**src/common/dma_port_consts.vh**
```
// constants of the user-device dma request port
// assumes byte addresses on a 32-bit axi4-lite register bus
`ifndef DMA_PORT_CONSTS_VH
`define DMA_PORT_CONSTS_VH

// register byte offsets
`define OFS_CONTROL      5'h00
`define OFS_WORD_COUNT   5'h04
`define OFS_BUS_ADDR     5'h08
`define OFS_INPUT_DATA   5'h0C
`define OFS_READ_DATA    5'h10
`define OFS_IRQ_STATUS   5'h14
`define OFS_IRQ_MASK     5'h18

// control register fields
`define CTL_GO_BIT       0
`define CTL_READY_BIT    7
`define CTL_BUSY_BIT     8
`define CTL_STATUS_LSB   9
`define CTL_OVERLAP_BIT  12
`define CTL_USER_ATTENTION_BIT     13
`define CTL_BURST_BIT    14
`define CTL_ERROR_BIT    15

// interrupt status fields
`define IRQ_DONE_BIT     0
`define IRQ_ERROR_BIT    1
`define IRQ_COUNT_BIT    2
`define IRQ_WIDTH        3

// cycle type codes {high, low}
`define CYC_WORD_READ    2'h0
`define CYC_READ_PAUSE   2'h1
`define CYC_WORD_WRITE   2'h2
`define CYC_BYTE_WRITE   2'h3

// widths and reset values
`define DATA_W           16
`define ADDR_W           18
`define ADDR_STEP        18'h00002
`define WC_RESET         16'h0000
`define ADDR_RESET       18'h00000

// axi responses
`define RESP_OKAY        2'h0
`define RESP_SLVERR      2'h2

`endif

```
**src/core/host_cycle_engine.v**
```verilog
// host-bus mastership and single cycle sequencer
// assumes the host bus grants with a level and ends a cycle with a done pulse
`include "dma_port_consts.vh"

module host_cycle_engine (
   input  wire clk,
   input  wire rst,
   input  wire start,
   input  wire burst,
   input  wire abort,
   input  wire grant,
   input  wire done,
   output reg  bus_req_r,
   output reg  cycle_r,
   output reg  finish_r
);

localparam E_IDLE = 2'h0;
localparam E_REQ  = 2'h1;
localparam E_CYC  = 2'h2;

reg [1:0] state_r;

////////////////////////////////////////////////////////////////////////////////
always @(posedge clk or posedge rst) begin
   if (rst) begin
      state_r   <= E_IDLE;
      bus_req_r <= 1'b0;
      cycle_r   <= 1'b0;
      finish_r  <= 1'b0;
   end else begin
      finish_r <= 1'b0;
      case (state_r)
         E_IDLE: begin
            if (start && bus_req_r && grant) begin
               // still master from the last burst cycle: no new request
               cycle_r <= 1'b1;
               state_r <= E_CYC;
            end else if (start) begin
               bus_req_r <= 1'b1;
               state_r   <= E_REQ;
            end else if (!burst || abort) begin
               bus_req_r <= 1'b0;
            end
         end
         E_REQ: begin
            if (grant) begin
               cycle_r <= 1'b1;
               state_r <= E_CYC;
            end
         end
         E_CYC: begin
            if (done) begin
               cycle_r   <= 1'b0;
               finish_r  <= 1'b1;
               bus_req_r <= burst && !abort;
               state_r   <= E_IDLE;
            end
         end
         default: begin
            state_r   <= E_IDLE;
            bus_req_r <= 1'b0;
            cycle_r   <= 1'b0;
         end
      endcase
   end
end

endmodule // host_cycle_engine

```
**src/core/dma_request_port.v**
```verilog
// user-device side of a 16-bit parallel dma port with axi4-lite registers
// assumes user pins and host-bus handshakes are synchronous to MCLK
//
// Summary of operation
// input data captured into input data buffer
// cycle type pins pick read/pause/write/byte
// either request pin counts as one request
// attention sets error after current cycle
// three status pins readable, otherwise ignored
// word count advances only when enabled
// user negates count enable on pause/even byte
// bus address advances only when enabled
// user holds address enable low to repeat
// user negates address enable for pause/even
// low address pin drives host address bit0
// user negates low address for word sequences
// burst request held keeps bus mastership
// request while busy flags overlap error
// busy high during cycle, low after
// enabled address advance steps by two
//
// Design decisions made here: the register addresses and the AXI4-Lite interface to the registers.
`include "dma_port_consts.vh"

module dma_request_port (
   input  wire                 MCLK,
   input  wire                 RST,
   // axi4-lite slave
   input  wire [4:0]           S_AXI_AWADDR,
   input  wire                 S_AXI_AWVALID,
   output reg                  S_AXI_AWREADY,
   input  wire [31:0]          S_AXI_WDATA,
   input  wire [3:0]           S_AXI_WSTRB,
   input  wire                 S_AXI_WVALID,
   output reg                  S_AXI_WREADY,
   output reg  [1:0]           S_AXI_BRESP,
   output reg                  S_AXI_BVALID,
   input  wire                 S_AXI_BREADY,
   input  wire [4:0]           S_AXI_ARADDR,
   input  wire                 S_AXI_ARVALID,
   output reg                  S_AXI_ARREADY,
   output reg  [31:0]          S_AXI_RDATA,
   output reg  [1:0]           S_AXI_RRESP,
   output reg                  S_AXI_RVALID,
   input  wire                 S_AXI_RREADY,
   // user device
   input  wire [15:0]          USER_INPUT_DATA,
   input  wire                 CYCLE_TYPE_BIT_LOW,
   input  wire                 CYCLE_TYPE_BIT_HIGH,
   input  wire                 CYCLE_REQUEST_FIRST,
   input  wire                 CYCLE_REQUEST_SECOND,
   input  wire                 USER_ATTENTION,
   input  wire [2:0]           USER_STATUS,
   input  wire                 COUNT_ADVANCE_ENABLE,
   input  wire                 ADDRESS_ADVANCE_ENABLE,
   input  wire                 BYTE_ADDRESS_LOW_BIT,
   input  wire                 BURST_REQUEST_N,
   output reg                  BUSY,
   // host bus master side
   output wire                 DMA_BUS_REQUEST,
   input  wire                 HOST_GRANT,
   output wire                 HOST_CYCLE,
   output reg  [1:0]           HOST_CYCLE_TYPE,
   output reg  [17:0]          HOST_ADDR,
   output reg  [15:0]          HOST_WDATA,
   input  wire [15:0]          HOST_RDATA,
   input  wire                 HOST_DONE,
   output reg                  IRQ
);

////////////////////////////////////////////////////////////////////////////////
// register state
reg  [15:0]          input_data_buffer_r;
reg  [15:0]          read_data_r;
reg  [15:0]          word_count_register_r;
reg  [17:0]          bus_addr_r;
reg                  run_r;
reg                  user_attention_flag_r;
reg                  overlapping_request_error_r;
reg                  req_prev_r;
reg  [1:0]           cyc_type_r;
reg                  cnt_en_r;
reg                  adr_en_r;
reg                  low_bit_r;
reg  [2:0]           irq_status_r;
reg  [2:0]           irq_mask_r;
reg                  start_r;

// axi write side holding
reg  [4:0]           aw_addr_r;
reg                  aw_have_r;
reg  [31:0]          w_data_r;
reg  [3:0]           w_strb_r;
reg                  w_have_r;

wire                 finish;
wire                 request_level;
wire                 request_edge;
wire                 error_now;
wire                 accept;
wire                 wr_fire;
wire                 burst_held;
wire [15:0]          wc_next;
wire [31:0]          merged;

////////////////////////////////////////////////////////////////////////////////
// helpers
function [31:0] merge_strobe;
   input [31:0] old_val;
   input [31:0] new_val;
   input [3:0]  strb;
   integer i;
   begin
      merge_strobe = old_val;
      for (i = 0; i < 4; i = i + 1) begin
         if (strb[i]) begin
            merge_strobe[i*8 +: 8] = new_val[i*8 +: 8];
         end
      end
   end
endfunction

function mapped;
   input [4:0] a;
   begin
      mapped = (a == `OFS_CONTROL) || (a == `OFS_WORD_COUNT) ||
               (a == `OFS_BUS_ADDR) || (a == `OFS_INPUT_DATA) ||
               (a == `OFS_READ_DATA) || (a == `OFS_IRQ_STATUS) ||
               (a == `OFS_IRQ_MASK);
   end
endfunction

////////////////////////////////////////////////////////////////////////////////
// user request decode
assign request_level = CYCLE_REQUEST_FIRST | CYCLE_REQUEST_SECOND;
// edge, so a request held high is not counted twice
assign request_edge  = request_level && !req_prev_r;
assign error_now     = user_attention_flag_r || overlapping_request_error_r;
assign accept        = request_edge && run_r && !BUSY && !error_now;
assign burst_held    = !BURST_REQUEST_N;
assign wr_fire       = aw_have_r && w_have_r && !S_AXI_BVALID;
assign wc_next       = word_count_register_r + 16'h0001;
assign merged        = merge_strobe((aw_addr_r == `OFS_BUS_ADDR) ? {14'h0000, bus_addr_r} :
                                    {16'h0000, word_count_register_r}, w_data_r, w_strb_r);

host_cycle_engine u_engine (
   .clk       (MCLK),
   .rst       (RST),
   .start     (start_r),
   .burst     (burst_held),
   .abort     (error_now),
   .grant     (HOST_GRANT),
   .done      (HOST_DONE),
   .bus_req_r (DMA_BUS_REQUEST),
   .cycle_r   (HOST_CYCLE),
   .finish_r  (finish)
);

////////////////////////////////////////////////////////////////////////////////
// transfer datapath
always @(posedge MCLK or posedge RST) begin
   if (RST) begin
      req_prev_r            <= 1'b0;
      start_r               <= 1'b0;
      BUSY                  <= 1'b0;
      input_data_buffer_r   <= 16'h0000;
      read_data_r           <= 16'h0000;
      cyc_type_r            <= `CYC_WORD_READ;
      cnt_en_r              <= 1'b0;
      adr_en_r              <= 1'b0;
      low_bit_r             <= 1'b0;
      HOST_CYCLE_TYPE       <= `CYC_WORD_READ;
      HOST_ADDR             <= `ADDR_RESET;
      HOST_WDATA            <= 16'h0000;
   end else begin
      req_prev_r <= request_level;
      start_r    <= accept;
      if (accept) begin
         BUSY                <= 1'b1;
         input_data_buffer_r <= USER_INPUT_DATA;
         cyc_type_r          <= {CYCLE_TYPE_BIT_HIGH, CYCLE_TYPE_BIT_LOW};
         cnt_en_r            <= COUNT_ADVANCE_ENABLE;
         adr_en_r            <= ADDRESS_ADVANCE_ENABLE;
         low_bit_r           <= BYTE_ADDRESS_LOW_BIT;
         HOST_CYCLE_TYPE     <= {CYCLE_TYPE_BIT_HIGH, CYCLE_TYPE_BIT_LOW};
         HOST_ADDR           <= {bus_addr_r[17:1], BYTE_ADDRESS_LOW_BIT};
         HOST_WDATA          <= USER_INPUT_DATA;
      end else if (!BUSY) begin
         // idle buffer follows the pins so software sees live data
         input_data_buffer_r <= USER_INPUT_DATA;
      end
      if (finish) begin
         BUSY <= 1'b0;
         if (!cyc_type_r[1]) begin
            read_data_r <= HOST_RDATA;
         end
      end
   end
end

////////////////////////////////////////////////////////////////////////////////
// control, count, address, error flags
always @(posedge MCLK or posedge RST) begin
   if (RST) begin
      run_r                       <= 1'b0;
      word_count_register_r       <= `WC_RESET;
      bus_addr_r                  <= `ADDR_RESET;
      user_attention_flag_r                 <= 1'b0;
      overlapping_request_error_r <= 1'b0;
   end else begin
      if (finish && cnt_en_r) begin
         word_count_register_r <= wc_next;
         if (wc_next == 16'h0000) begin
            run_r <= 1'b0;
         end
      end
      if (finish && adr_en_r) begin
         bus_addr_r <= {bus_addr_r[17:1], low_bit_r} + `ADDR_STEP;
      end
      if (error_now) begin
         run_r <= 1'b0;
      end
      // software writes come first so hardware sets below win
      if (wr_fire && aw_addr_r == `OFS_CONTROL) begin
         if (w_strb_r[0]) begin
            run_r <= w_data_r[`CTL_GO_BIT];
            if (w_data_r[`CTL_GO_BIT]) begin
               // a new transfer clears the old error causes
               user_attention_flag_r                 <= 1'b0;
               overlapping_request_error_r <= 1'b0;
            end
         end
         if (w_strb_r[1] && !w_data_r[`CTL_USER_ATTENTION_BIT]) begin
            user_attention_flag_r <= 1'b0;
         end
      end
      if (wr_fire && aw_addr_r == `OFS_WORD_COUNT) begin
         word_count_register_r <= merged[15:0];
      end
      if (wr_fire && aw_addr_r == `OFS_BUS_ADDR) begin
         bus_addr_r <= merged[17:0];
      end
      // attention is taken only between cycles
      if (USER_ATTENTION && (!BUSY || finish)) begin
         user_attention_flag_r <= 1'b1;
      end
      if (request_edge && BUSY) begin
         overlapping_request_error_r <= 1'b1;
      end
   end
end

////////////////////////////////////////////////////////////////////////////////
// interrupts: sticky, write one to clear, set wins
always @(posedge MCLK or posedge RST) begin
   if (RST) begin
      irq_status_r <= 3'h0;
      irq_mask_r   <= 3'h0;
      IRQ          <= 1'b0;
   end else begin
      if (wr_fire && aw_addr_r == `OFS_IRQ_MASK && w_strb_r[0]) begin
         irq_mask_r <= w_data_r[2:0];
      end
      irq_status_r <= (irq_status_r &
                       ~((wr_fire && aw_addr_r == `OFS_IRQ_STATUS && w_strb_r[0]) ?
                         w_data_r[2:0] : 3'h0))
                      | {finish && cnt_en_r && wc_next == 16'h0000,
                         error_now, finish};
      IRQ <= |(irq_status_r & irq_mask_r);
   end
end

////////////////////////////////////////////////////////////////////////////////
// axi4-lite write channel
always @(posedge MCLK or posedge RST) begin
   if (RST) begin
      S_AXI_AWREADY <= 1'b1;
      S_AXI_WREADY  <= 1'b1;
      S_AXI_BVALID  <= 1'b0;
      S_AXI_BRESP   <= `RESP_OKAY;
      aw_addr_r     <= 5'h00;
      aw_have_r     <= 1'b0;
      w_data_r      <= 32'h00000000;
      w_strb_r      <= 4'h0;
      w_have_r      <= 1'b0;
   end else begin
      if (S_AXI_AWVALID && S_AXI_AWREADY) begin
         aw_addr_r     <= S_AXI_AWADDR;
         aw_have_r     <= 1'b1;
         S_AXI_AWREADY <= 1'b0;
      end
      if (S_AXI_WVALID && S_AXI_WREADY) begin
         w_data_r     <= S_AXI_WDATA;
         w_strb_r     <= S_AXI_WSTRB;
         w_have_r     <= 1'b1;
         S_AXI_WREADY <= 1'b0;
      end
      if (wr_fire) begin
         S_AXI_BVALID <= 1'b1;
         S_AXI_BRESP  <= mapped(aw_addr_r) ? `RESP_OKAY : `RESP_SLVERR;
         aw_have_r    <= 1'b0;
         w_have_r     <= 1'b0;
      end
      if (S_AXI_BVALID && S_AXI_BREADY) begin
         S_AXI_BVALID  <= 1'b0;
         S_AXI_AWREADY <= 1'b1;
         S_AXI_WREADY  <= 1'b1;
      end
   end
end

////////////////////////////////////////////////////////////////////////////////
// axi4-lite read channel
always @(posedge MCLK or posedge RST) begin
   if (RST) begin
      S_AXI_ARREADY <= 1'b1;
      S_AXI_RVALID  <= 1'b0;
      S_AXI_RDATA   <= 32'h00000000;
      S_AXI_RRESP   <= `RESP_OKAY;
   end else begin
      if (S_AXI_ARVALID && S_AXI_ARREADY) begin
         S_AXI_ARREADY <= 1'b0;
         S_AXI_RVALID  <= 1'b1;
         S_AXI_RRESP   <= mapped(S_AXI_ARADDR) ? `RESP_OKAY : `RESP_SLVERR;
         case (S_AXI_ARADDR)
            `OFS_CONTROL: begin
               S_AXI_RDATA <= {16'h0000,
                               error_now,                    // 15
                               burst_held,                   // 14
                               USER_ATTENTION,               // 13 R4
                               overlapping_request_error_r,  // 12
                               USER_STATUS,                  // 11:9 R5
                               BUSY,                         // 8
                               !run_r || error_now,          // 7 ready
                               6'h00,
                               run_r};
            end
            `OFS_WORD_COUNT: S_AXI_RDATA <= {16'h0000, word_count_register_r};
            `OFS_BUS_ADDR:   S_AXI_RDATA <= {14'h0000, bus_addr_r};
            `OFS_INPUT_DATA: S_AXI_RDATA <= {16'h0000, input_data_buffer_r};
            `OFS_READ_DATA:  S_AXI_RDATA <= {16'h0000, read_data_r};
            `OFS_IRQ_STATUS: S_AXI_RDATA <= {29'h00000000, irq_status_r};
            `OFS_IRQ_MASK:   S_AXI_RDATA <= {29'h00000000, irq_mask_r};
            default:         S_AXI_RDATA <= 32'h00000000;
         endcase
      end
      if (S_AXI_RVALID && S_AXI_RREADY) begin
         S_AXI_RVALID  <= 1'b0;
         S_AXI_ARREADY <= 1'b1;
      end
   end
end

// R7, R9, R10 and R12 are kept by the user device; the counters simply obey the pins
endmodule // dma_request_port

```
**config.mk**
```make
export PLATFORM = sky130hd
export DESIGN_NAME = dma_request_port
export DESIGN_NICKNAME = d
export VERILOG_FILES = /design/src/core/host_cycle_engine.v /design/src/core/dma_request_port.v
export VERILOG_INCLUDE_DIRS = /design/src /design/src/common
export SDC_FILE = /design/constraint.sdc
export NUM_CORES = 1
export LEC_CHECK = 0
export ABC_AREA = 1
export BUFFER_PORTS_ARGS = -buffer_cell sky130_fd_sc_hd__buf_2
export CAP_MARGIN = 15
export CELL_PAD_IN_SITES_DETAIL_PLACEMENT = 0
export CELL_PAD_IN_SITES_GLOBAL_PLACEMENT = 2
export CORE_ASPECT_RATIO = 1.1
export CORE_MARGIN = 4
export CORE_UTILIZATION = 31
export CTS_CLUSTER_DIAMETER = 30
export DETAILED_ROUTE_END_ITERATION = 7
export GPL_TIMING_DRIVEN = 0
export HOLD_SLACK_MARGIN = 0.15
export MAX_ROUTING_LAYER = met4
export PLACE_DENSITY_LB_ADDON = 0.1
export SETUP_SLACK_MARGIN = 0.15
export SYNTH_ARGS = -nofsm -noshare
export SYNTH_HDL_FRONTEND = slang
export SYNTH_HIERARCHICAL = 1
export SYNTH_SLANG_ARGS = --single-unit
```
**constraint.sdc**
```tcl
create_clock -name MCLK -period 7.5 [get_ports MCLK]
set_input_delay 1.125 -clock MCLK [delete_from_list [all_inputs] [get_ports MCLK]]
set_output_delay 1.125 -clock MCLK [all_outputs]
set_load 0.1 [all_outputs]
```
==> metrics.md, run 1 <==
| Metric | Value |
|---|---|
| Routed Antenna Nets | `0` |
| Setup Crit Path Kind | `input pin to register` |
| Smallest setup slack after layout | `4780 ps` |
| Ant diodes | `0` |
| Die ar. | `30,600 um^2` |
| Unrepaired setup endpoints after global routing | `false` |
| Final min period | `2720 ps` |
| Clock Path Buffers | `2` |
| Run status | `finished, final reports clean` |
| Top post-synthesis cells by area | `dfrtp_1, nand2_1, o21ai_0` |
| CP endpoint kind | `register` |
| Yosys cell types | `40` |
| Max Slew Vio Count | `0` |
| Pin count of the biggest net entering global routing | `99` |
| Area share of the largest cell type after synthesis | `49.9%` |
| Layout cells sized above 1 | `17.9%` |
| Max Clock Skew | `16.2 ps` |
| Slew headroom | `51.4%` |
| Worst Path Required | `7860 ps` |
| Area leader, netlist | `dfrtp_1` |
| Io pins | `180` |
| Most frequent cells in the layout | `nand2_1, dfrtp_1, buf_2` |
| H-tree depth | `4` |
| Crit share post-route | `36.2%` |
| # rows | `63` |
| # resized after CTS | `0` |
| Core area | `27,200 um^2` |
| Wire length of the first global-routing pass | `46.1 mm` |
| Arr. time, crit path | `3080 ps` |
| Post-synth top flop | `dfrtp_1` |
| Synth Register Bits | `175` |
| Leak | `0.00532 uW` |
| Root Buffer | `clkbuf_16` |
| Number of setup buffers added after CTS | `0` |
| Post-Syn Area | `8630 um^2` |
| Port-buffer cells | `148` |
| Gr usage total | `20.0%` |
| Worst Path Max Fanout | `10` |
| Post-synth ARST share | `100%` |
| Die height | `183 um` |
| Final net count | `1,384` |
| Die W | `167 um` |
| Sequential area share after synthesis | `50.8%` |
| Post-synthesis average cell area | `7.85 um^2` |
| Clk sink count | `175` |
| Highest Clock Rate | `368 MHz` |
| Routed vias | `7,869` |
| Commonest non-fill, non-tap cell in the layout | `nand2_1` |
| Worst slew pin tran | `729 ps` |
| Final setup vio count | `0` |
| Total Wirelength | `29.8 mm` |
| Worst hold path type | `register to register` |
| Initial DRT Pass Iterations | `5` |
| Initial Utilization | `31.7%` |
| Number of global-route vias before repair | `7,805` |
| CTS tree | `yes` |
| Drt first-iter violations | `499` |
| Hold_buf cts | `0` |
| Warnings, synthesis | `6` |
| Place WS | `4350 ps` |
| Area Overhead vs Synth | `21.7%` |
| Peak supply drop | `0.170 mV` |
| Reg clk slew, reported paths | `70 ps` |
| Final RePlAce weighted congestion | `0.861` |
| Setup TNS | `0 ps` |
| Total of max-cap violations | `0` |
| DR DRC count | `0` |
| Cells after Synth | `1,099` |
| Grt ovf | `0` |
| Final cell utilization of the core | `38.6%` |
| Final hold vios | `0` |
| Vias per cell | `4.76` |
| Antenna violations before repair | `0` |
| Routed len/inst | `18.0 um` |
| Startpoint types | `input pin` |
| Hpwl dp | `23.3 mm` |
| Num CTS Buffers | `17` |
| PD cells | `321 nW/um^2` |
| Post-synth EDFFs | `0` |
| Worst-Skew Late Latency | `440 ps` |
## cells in the mapped netlist, types with 6 or more instances
cell type / n
o211ai_1: 10
o22ai_1: 11
a31oi_1: 6
nor2_1: 76
clkbuf_1: 22
nand3_1: 47
nand4_1: 11
a21oi_1: 26
o21ai_1: 6
inv_1: 126
o221ai_1: 10
dfrtp_1: 172
buf_4: 18
xor2_1: 12
nand2_1: 361
o21ai_0: 125
## critical path: stages
cell and delay [ps]:
buf_2 90, nand2_1 300, clkinv_1 320, nand2_1 80, a31oi_1 270, clkbuf_1 420, o21ai_0 350, nand2_1 120
## per-layer routing
layer / track usage [%] / vias to the layer above / share of wire, %
li1: - / 3871 / -
met1: 28.6 / 3788 / 48
met2: 30.8 / 192 / 46
met3: 2.89 / 18 / 4.2
met4: 3.99 / 0 / 1.3
met5: - / - / 0
## kinds of logic after synthesis
family	after synthesis	synth area share, %
fa+ha+maj	3	0.435
buf+inv	184	9.23
compound gates	209	13.6
other cells	1	0.0434
simple gates	510	24.0
flops	175	50.8
xor+xnor	12	1.22
mux	5	0.652
## registers in the layout, summed over array words and instances, names as in the netlist, 2 cells and up
signal                 flops
word_count_register_r     16
u_engine/state_r           2
S_AXI_RDATA               18
HOST_ADDR                 18
input_data_buffer_r       16
irq_status_r               3
aw_addr_r                  5
read_data_r               16
bus_addr_r                18
HOST_WDATA                16
w_data_r                  18
irq_mask_r                 3
cyc_type_r                 2
w_strb_r                   3
## final timing paths
kind	startpoint	to	slack, ps	depth (start not counted)
hold reg to reg	w_data_r[17]	w_data_r[17]	480	2
hold / removal	w_data_r[17]	w_data_r[17]	480	2
setup / recovery	S_AXI_ARVALID	S_AXI_RDATA[2]	4780	8
min in group asynchronous	RST	u_engine/cycle_r	630	2
max in group asynchronous	RST	S_AXI_WREADY	5860	3
setup reg to reg	S_AXI_ARREADY	S_AXI_RDATA[2]	5030	7
## where the power goes
part	internal, uW	leakage (uW)	total [uW]	switching (uW)
clock network	479	0.000289	921	442
logic	287	0.00278	1080	789
registers	1180	0.00225	1380	204
## layout make-up
cell class                 instances  area [um^2]
tap                              357          447
inverter                         134          513
fill                            2940        16700
timing repair buffer             149          768
clock buffer                      18          429
buffer                            50          292
multi-input combinational        755         3510
sequential                       175         4380
clock inverter                    14          163
## metrics by stage
stage | hold slack, ps | instances | total power (uW) | cell area (um^2)
2_1_floorplan | 444 | 1114 | 2120 | 8690
3_3_place_gp | 460 | 1619 | 2470 | 9880
3_5_place_dp | 462 | 1620 | 2480 | 9910
4_1_cts | 482 | 1652 | 3410 | 10500
5_1_grt | 491 | 1652 | 3590 | 10500
6_report | 478 | 1652 | 3380 | 10500
(Power assumes the default switching activity.)
==> run 2, diff against run 1 <==
- clock period: 7.5 -> 2.75 ns (I/O delays scaled with it)
==> run 2 against run 1 <==
  * Global-route usage is essentially flat
  * Setup slack got worse by 4400 ps
  * Utilization up 0.37 points
  * Register-to-register slack worse by 4600 ps
  * Non-clock buffer count rose by 8
  * First-iteration DRC count grew 1.6%
  * Die area unchanged
  * Flip-flop and latch count stayed put
  * Total power grew to 2.7 times the previous value
==> metrics.md, run 2 (same netlist as run 1, synthesis figures left out) <==
| Metric | Value |
|---|---|
| Core area | `27,200 um^2 (unchanged)` |
| Run status | `finished, final reports clean (unchanged)` |
| PD cells | `865 nW/um^2 (was 321 nW/um^2)` |
| Crit share post-route | `86.3%` |
| Worst hold path cell count | `3 (was 2)` |
| Routed len/inst | `18.0 um (about the same)` |
| Hpwl dp | `23.4 mm (was 23.3 mm)` |
| Worst Path Max Fanout | `10 (unchanged)` |
| H-tree depth | `4 (unchanged)` |
| # rows | `63 (unchanged)` |
| Clk sink count | `175 (unchanged)` |
| Commonest non-fill, non-tap cell in the layout | `nand2_1 (unchanged)` |
| Post-DP Area | `9960 um^2 (was 9910 um^2)` |
| Max Clock Skew | `22.7 ps (was 16.2 ps)` |
| Worst hold path type | `input pin to register (was register to register)` |
| CP most frequent cell | `nand2_1 (unchanged)` |
| Worst-Skew Late Latency | `450 ps (was 440 ps)` |
| Total Power | `9170 uW (was 3380 uW)` |
| Layout cells sized above 1 | `18.1% (was 17.9%)` |
| Reg2reg path depth | `7 (unchanged)` |
| Worst hold slack | `153 ps (was 478 ps)` |
| Hold_sp | `S_AXI_AWADDR[0] (was w_data_r[17])` |
| Total of max-cap violations | `0 (unchanged)` |
| Startpoint types | `input pin (unchanged)` |
| Area Overhead vs Synth | `22.8% (was 21.7%)` |
| Final net count | `1,392 (was 1,384)` |
| Setup Crit Path Kind | `input pin to register (unchanged)` |
| Routed vias | `7,975 (was 7,869)` |
| CP endpoint kind | `register (unchanged)` |
| Root Buffer | `clkbuf_16 (unchanged)` |
| Final setup vio count | `0 (unchanged)` |
| Final RePlAce weighted congestion | `0.851 (was 0.861)` |
| CTS tree | `yes (unchanged)` |
| Highest Clock Rate | `421 MHz` |
| Wire length of the first global-routing pass | `46.1 mm (about the same)` |
| Initial Utilization | `31.7% (unchanged)` |
| Leak | `0.00536 uW (was 0.00532 uW)` |
| Final hold vios | `0 (unchanged)` |
| Slowest CP cell | `dlygate4sd3_1 (was clkbuf_1)` |
| Total Wirelength | `30.0 mm (was 29.8 mm)` |
| Final min period | `2370 ps` |
| Routed Antenna Nets | `0 (unchanged)` |
| Port-buffer cells | `148 (unchanged)` |
| DR DRC count | `0 (unchanged)` |
| Clock Path Buffers | `2 (unchanged)` |
| Vias per cell | `4.80 (was 4.76)` |
| Grt ovf | `0 (unchanged)` |
| Arr. time, crit path | `2690 ps (was 3080 ps)` |
| Worst slew pin tran | `734 ps (was 729 ps)` |
| Max Slew Vio Count | `0 (unchanged)` |
| Die ar. | `30,600 um^2 (unchanged)` |
| Gr usage total | `20.1% (was 20.0%)` |
| Slew headroom | `51.1% (was 51.4%)` |
| Num CTS Buffers | `17 (unchanged)` |
| R2R setup slack | `470 ps (was 5030 ps)` |
| Worst hold endpoint | `aw_addr_r[0] (was w_data_r[17])` |
| Worst R2R Start | `S_AXI_ARREADY (unchanged)` |
| Antenna violations before repair | `0 (unchanged)` |
| Initial DRT Pass Iterations | `5 (unchanged)` |
| Die W | `167 um (unchanged)` |
| CP cell instances | `dlygate4sd3_1 > buf_2 > nand2_1 > clkinv_1 > nand2_1 > a31oi_1 > clkbuf_2 > o21ai_0 > nand2_1 (was buf_2 > nand2_1 > clkinv_1 > nand2_1 > a31oi_1 > clkbuf_1 > o21ai_0 > nand2_1)` |
| Finished Cell Area | `10,600 um^2 (was 10,500 um^2)` |
| Peak supply drop | `0.393 mV (was 0.170 mV)` |
| Most frequent cells in the layout | `nand2_1, dfrtp_1, buf_2 (unchanged)` |
| Die height | `183 um (unchanged)` |
| Drt first-iter violations | `507 (was 499)` |
| Reg clk slew, reported paths | `80 ps (was 70 ps)` |
| Io pins | `180 (unchanged)` |
| Number of setup buffers added after CTS | `0 (unchanged)` |
| Reg-to-reg endpoint | `S_AXI_RDATA[2] (unchanged)` |
| Pin count of the biggest net entering global routing | `40 (was 99)` |
| Unrepaired setup endpoints after global routing | `false (unchanged)` |
| Worst Path Required | `3070 ps (was 7860 ps)` |
| Number of global-route vias before repair | `7,755 (was 7,805)` |
| Slowest stage delay, CP | `530 ps (was 420 ps)` |
-- run 2: cell types whose count changed in the layout (fill, tap and decap cells not counted) --
| cell | change |
|---|---|
| clkbuf_2 | +1 |
| bufinv_16 | -1 |
| dlygate4sd3_1 | +5 |
| diode_2 | +1 |
| clkbuf_1 | -1 |
| buf_12 | +4 |
| buf_16 | -1 |
| clkinv_8 | +2 |
| inv_6 | -1 |
-- run 2: layout make-up --
type / instances / area, um^2
Fill cell: 2934 / 16600
Sequential cell: 175 / 4380
Multi-Input combinational cell: 755 / 3510
Timing Repair Buffer: 157 / 871
Inverter: 134 / 509
Tap cell: 357 / 447
Clock buffer: 18 / 429
Buffer: 50 / 293
Clock inverter: 14 / 160
Antenna cell: 1 / 2.50
-- run 2: worst max-delay path by stage --
stage / from / to / cells past startpoint / slack [ps]
2_1_floorplan: RST / BUSY / 1 / 170
3_3_place_gp: RST / w_data_r[5] / 2 / -1200
3_5_place_dp: S_AXI_ARREADY / S_AXI_RDATA[2] / 7 / 210
4_1_cts: S_AXI_ARVALID / S_AXI_RDATA[2] / 9 / 170
5_1_grt: S_AXI_ARVALID / S_AXI_RDATA[2] / 9 / 230
6_report: S_AXI_ARVALID / S_AXI_RDATA[2] / 9 / 380
-- run 2: power breakdown --
part           total [uW]  leakage, uW  internal, uW  switching, uW
combinational        2930      0.00283           794           2140
clock                2480     0.000290          1230           1250
sequential           3760      0.00225          3210            554
total                9170      0.00536          5230           3940
-- run 2: metal layers --
metal,vias up,track usage [%],share of wire [%]
li1,3897,-,-
met1,3836,28.9,48
met2,213,30.1,45
met3,29,2.61,4.5
met4,0,5.07,1.7
met5,-,-,0
-- run 2: repair_timing --
item	CTS	global route
gates resized for setup	0	2
hold buffers	4	1
setup endpoints to repair	0	1
endpoints found under the hold margin	28	1
-- run 2: stage by stage --
step	util (%)	cells	TNS, ps	worst slack (ps)
4_1_cts	38.9	1659	0	168
2_1_floorplan	-	1114	0	171
3_3_place_gp	36.3	1619	-198370	-1200
3_5_place_dp	36.6	1623	0	214
5_1_grt	39.0	1660	0	226
6_report	39.0	1661	0	375
-- run 2: worst max-delay path: cells and delay by family --
kind	cells	cell delay, ps
compound gates	2	320
buf+inv	4	1320
simple gates	3	640
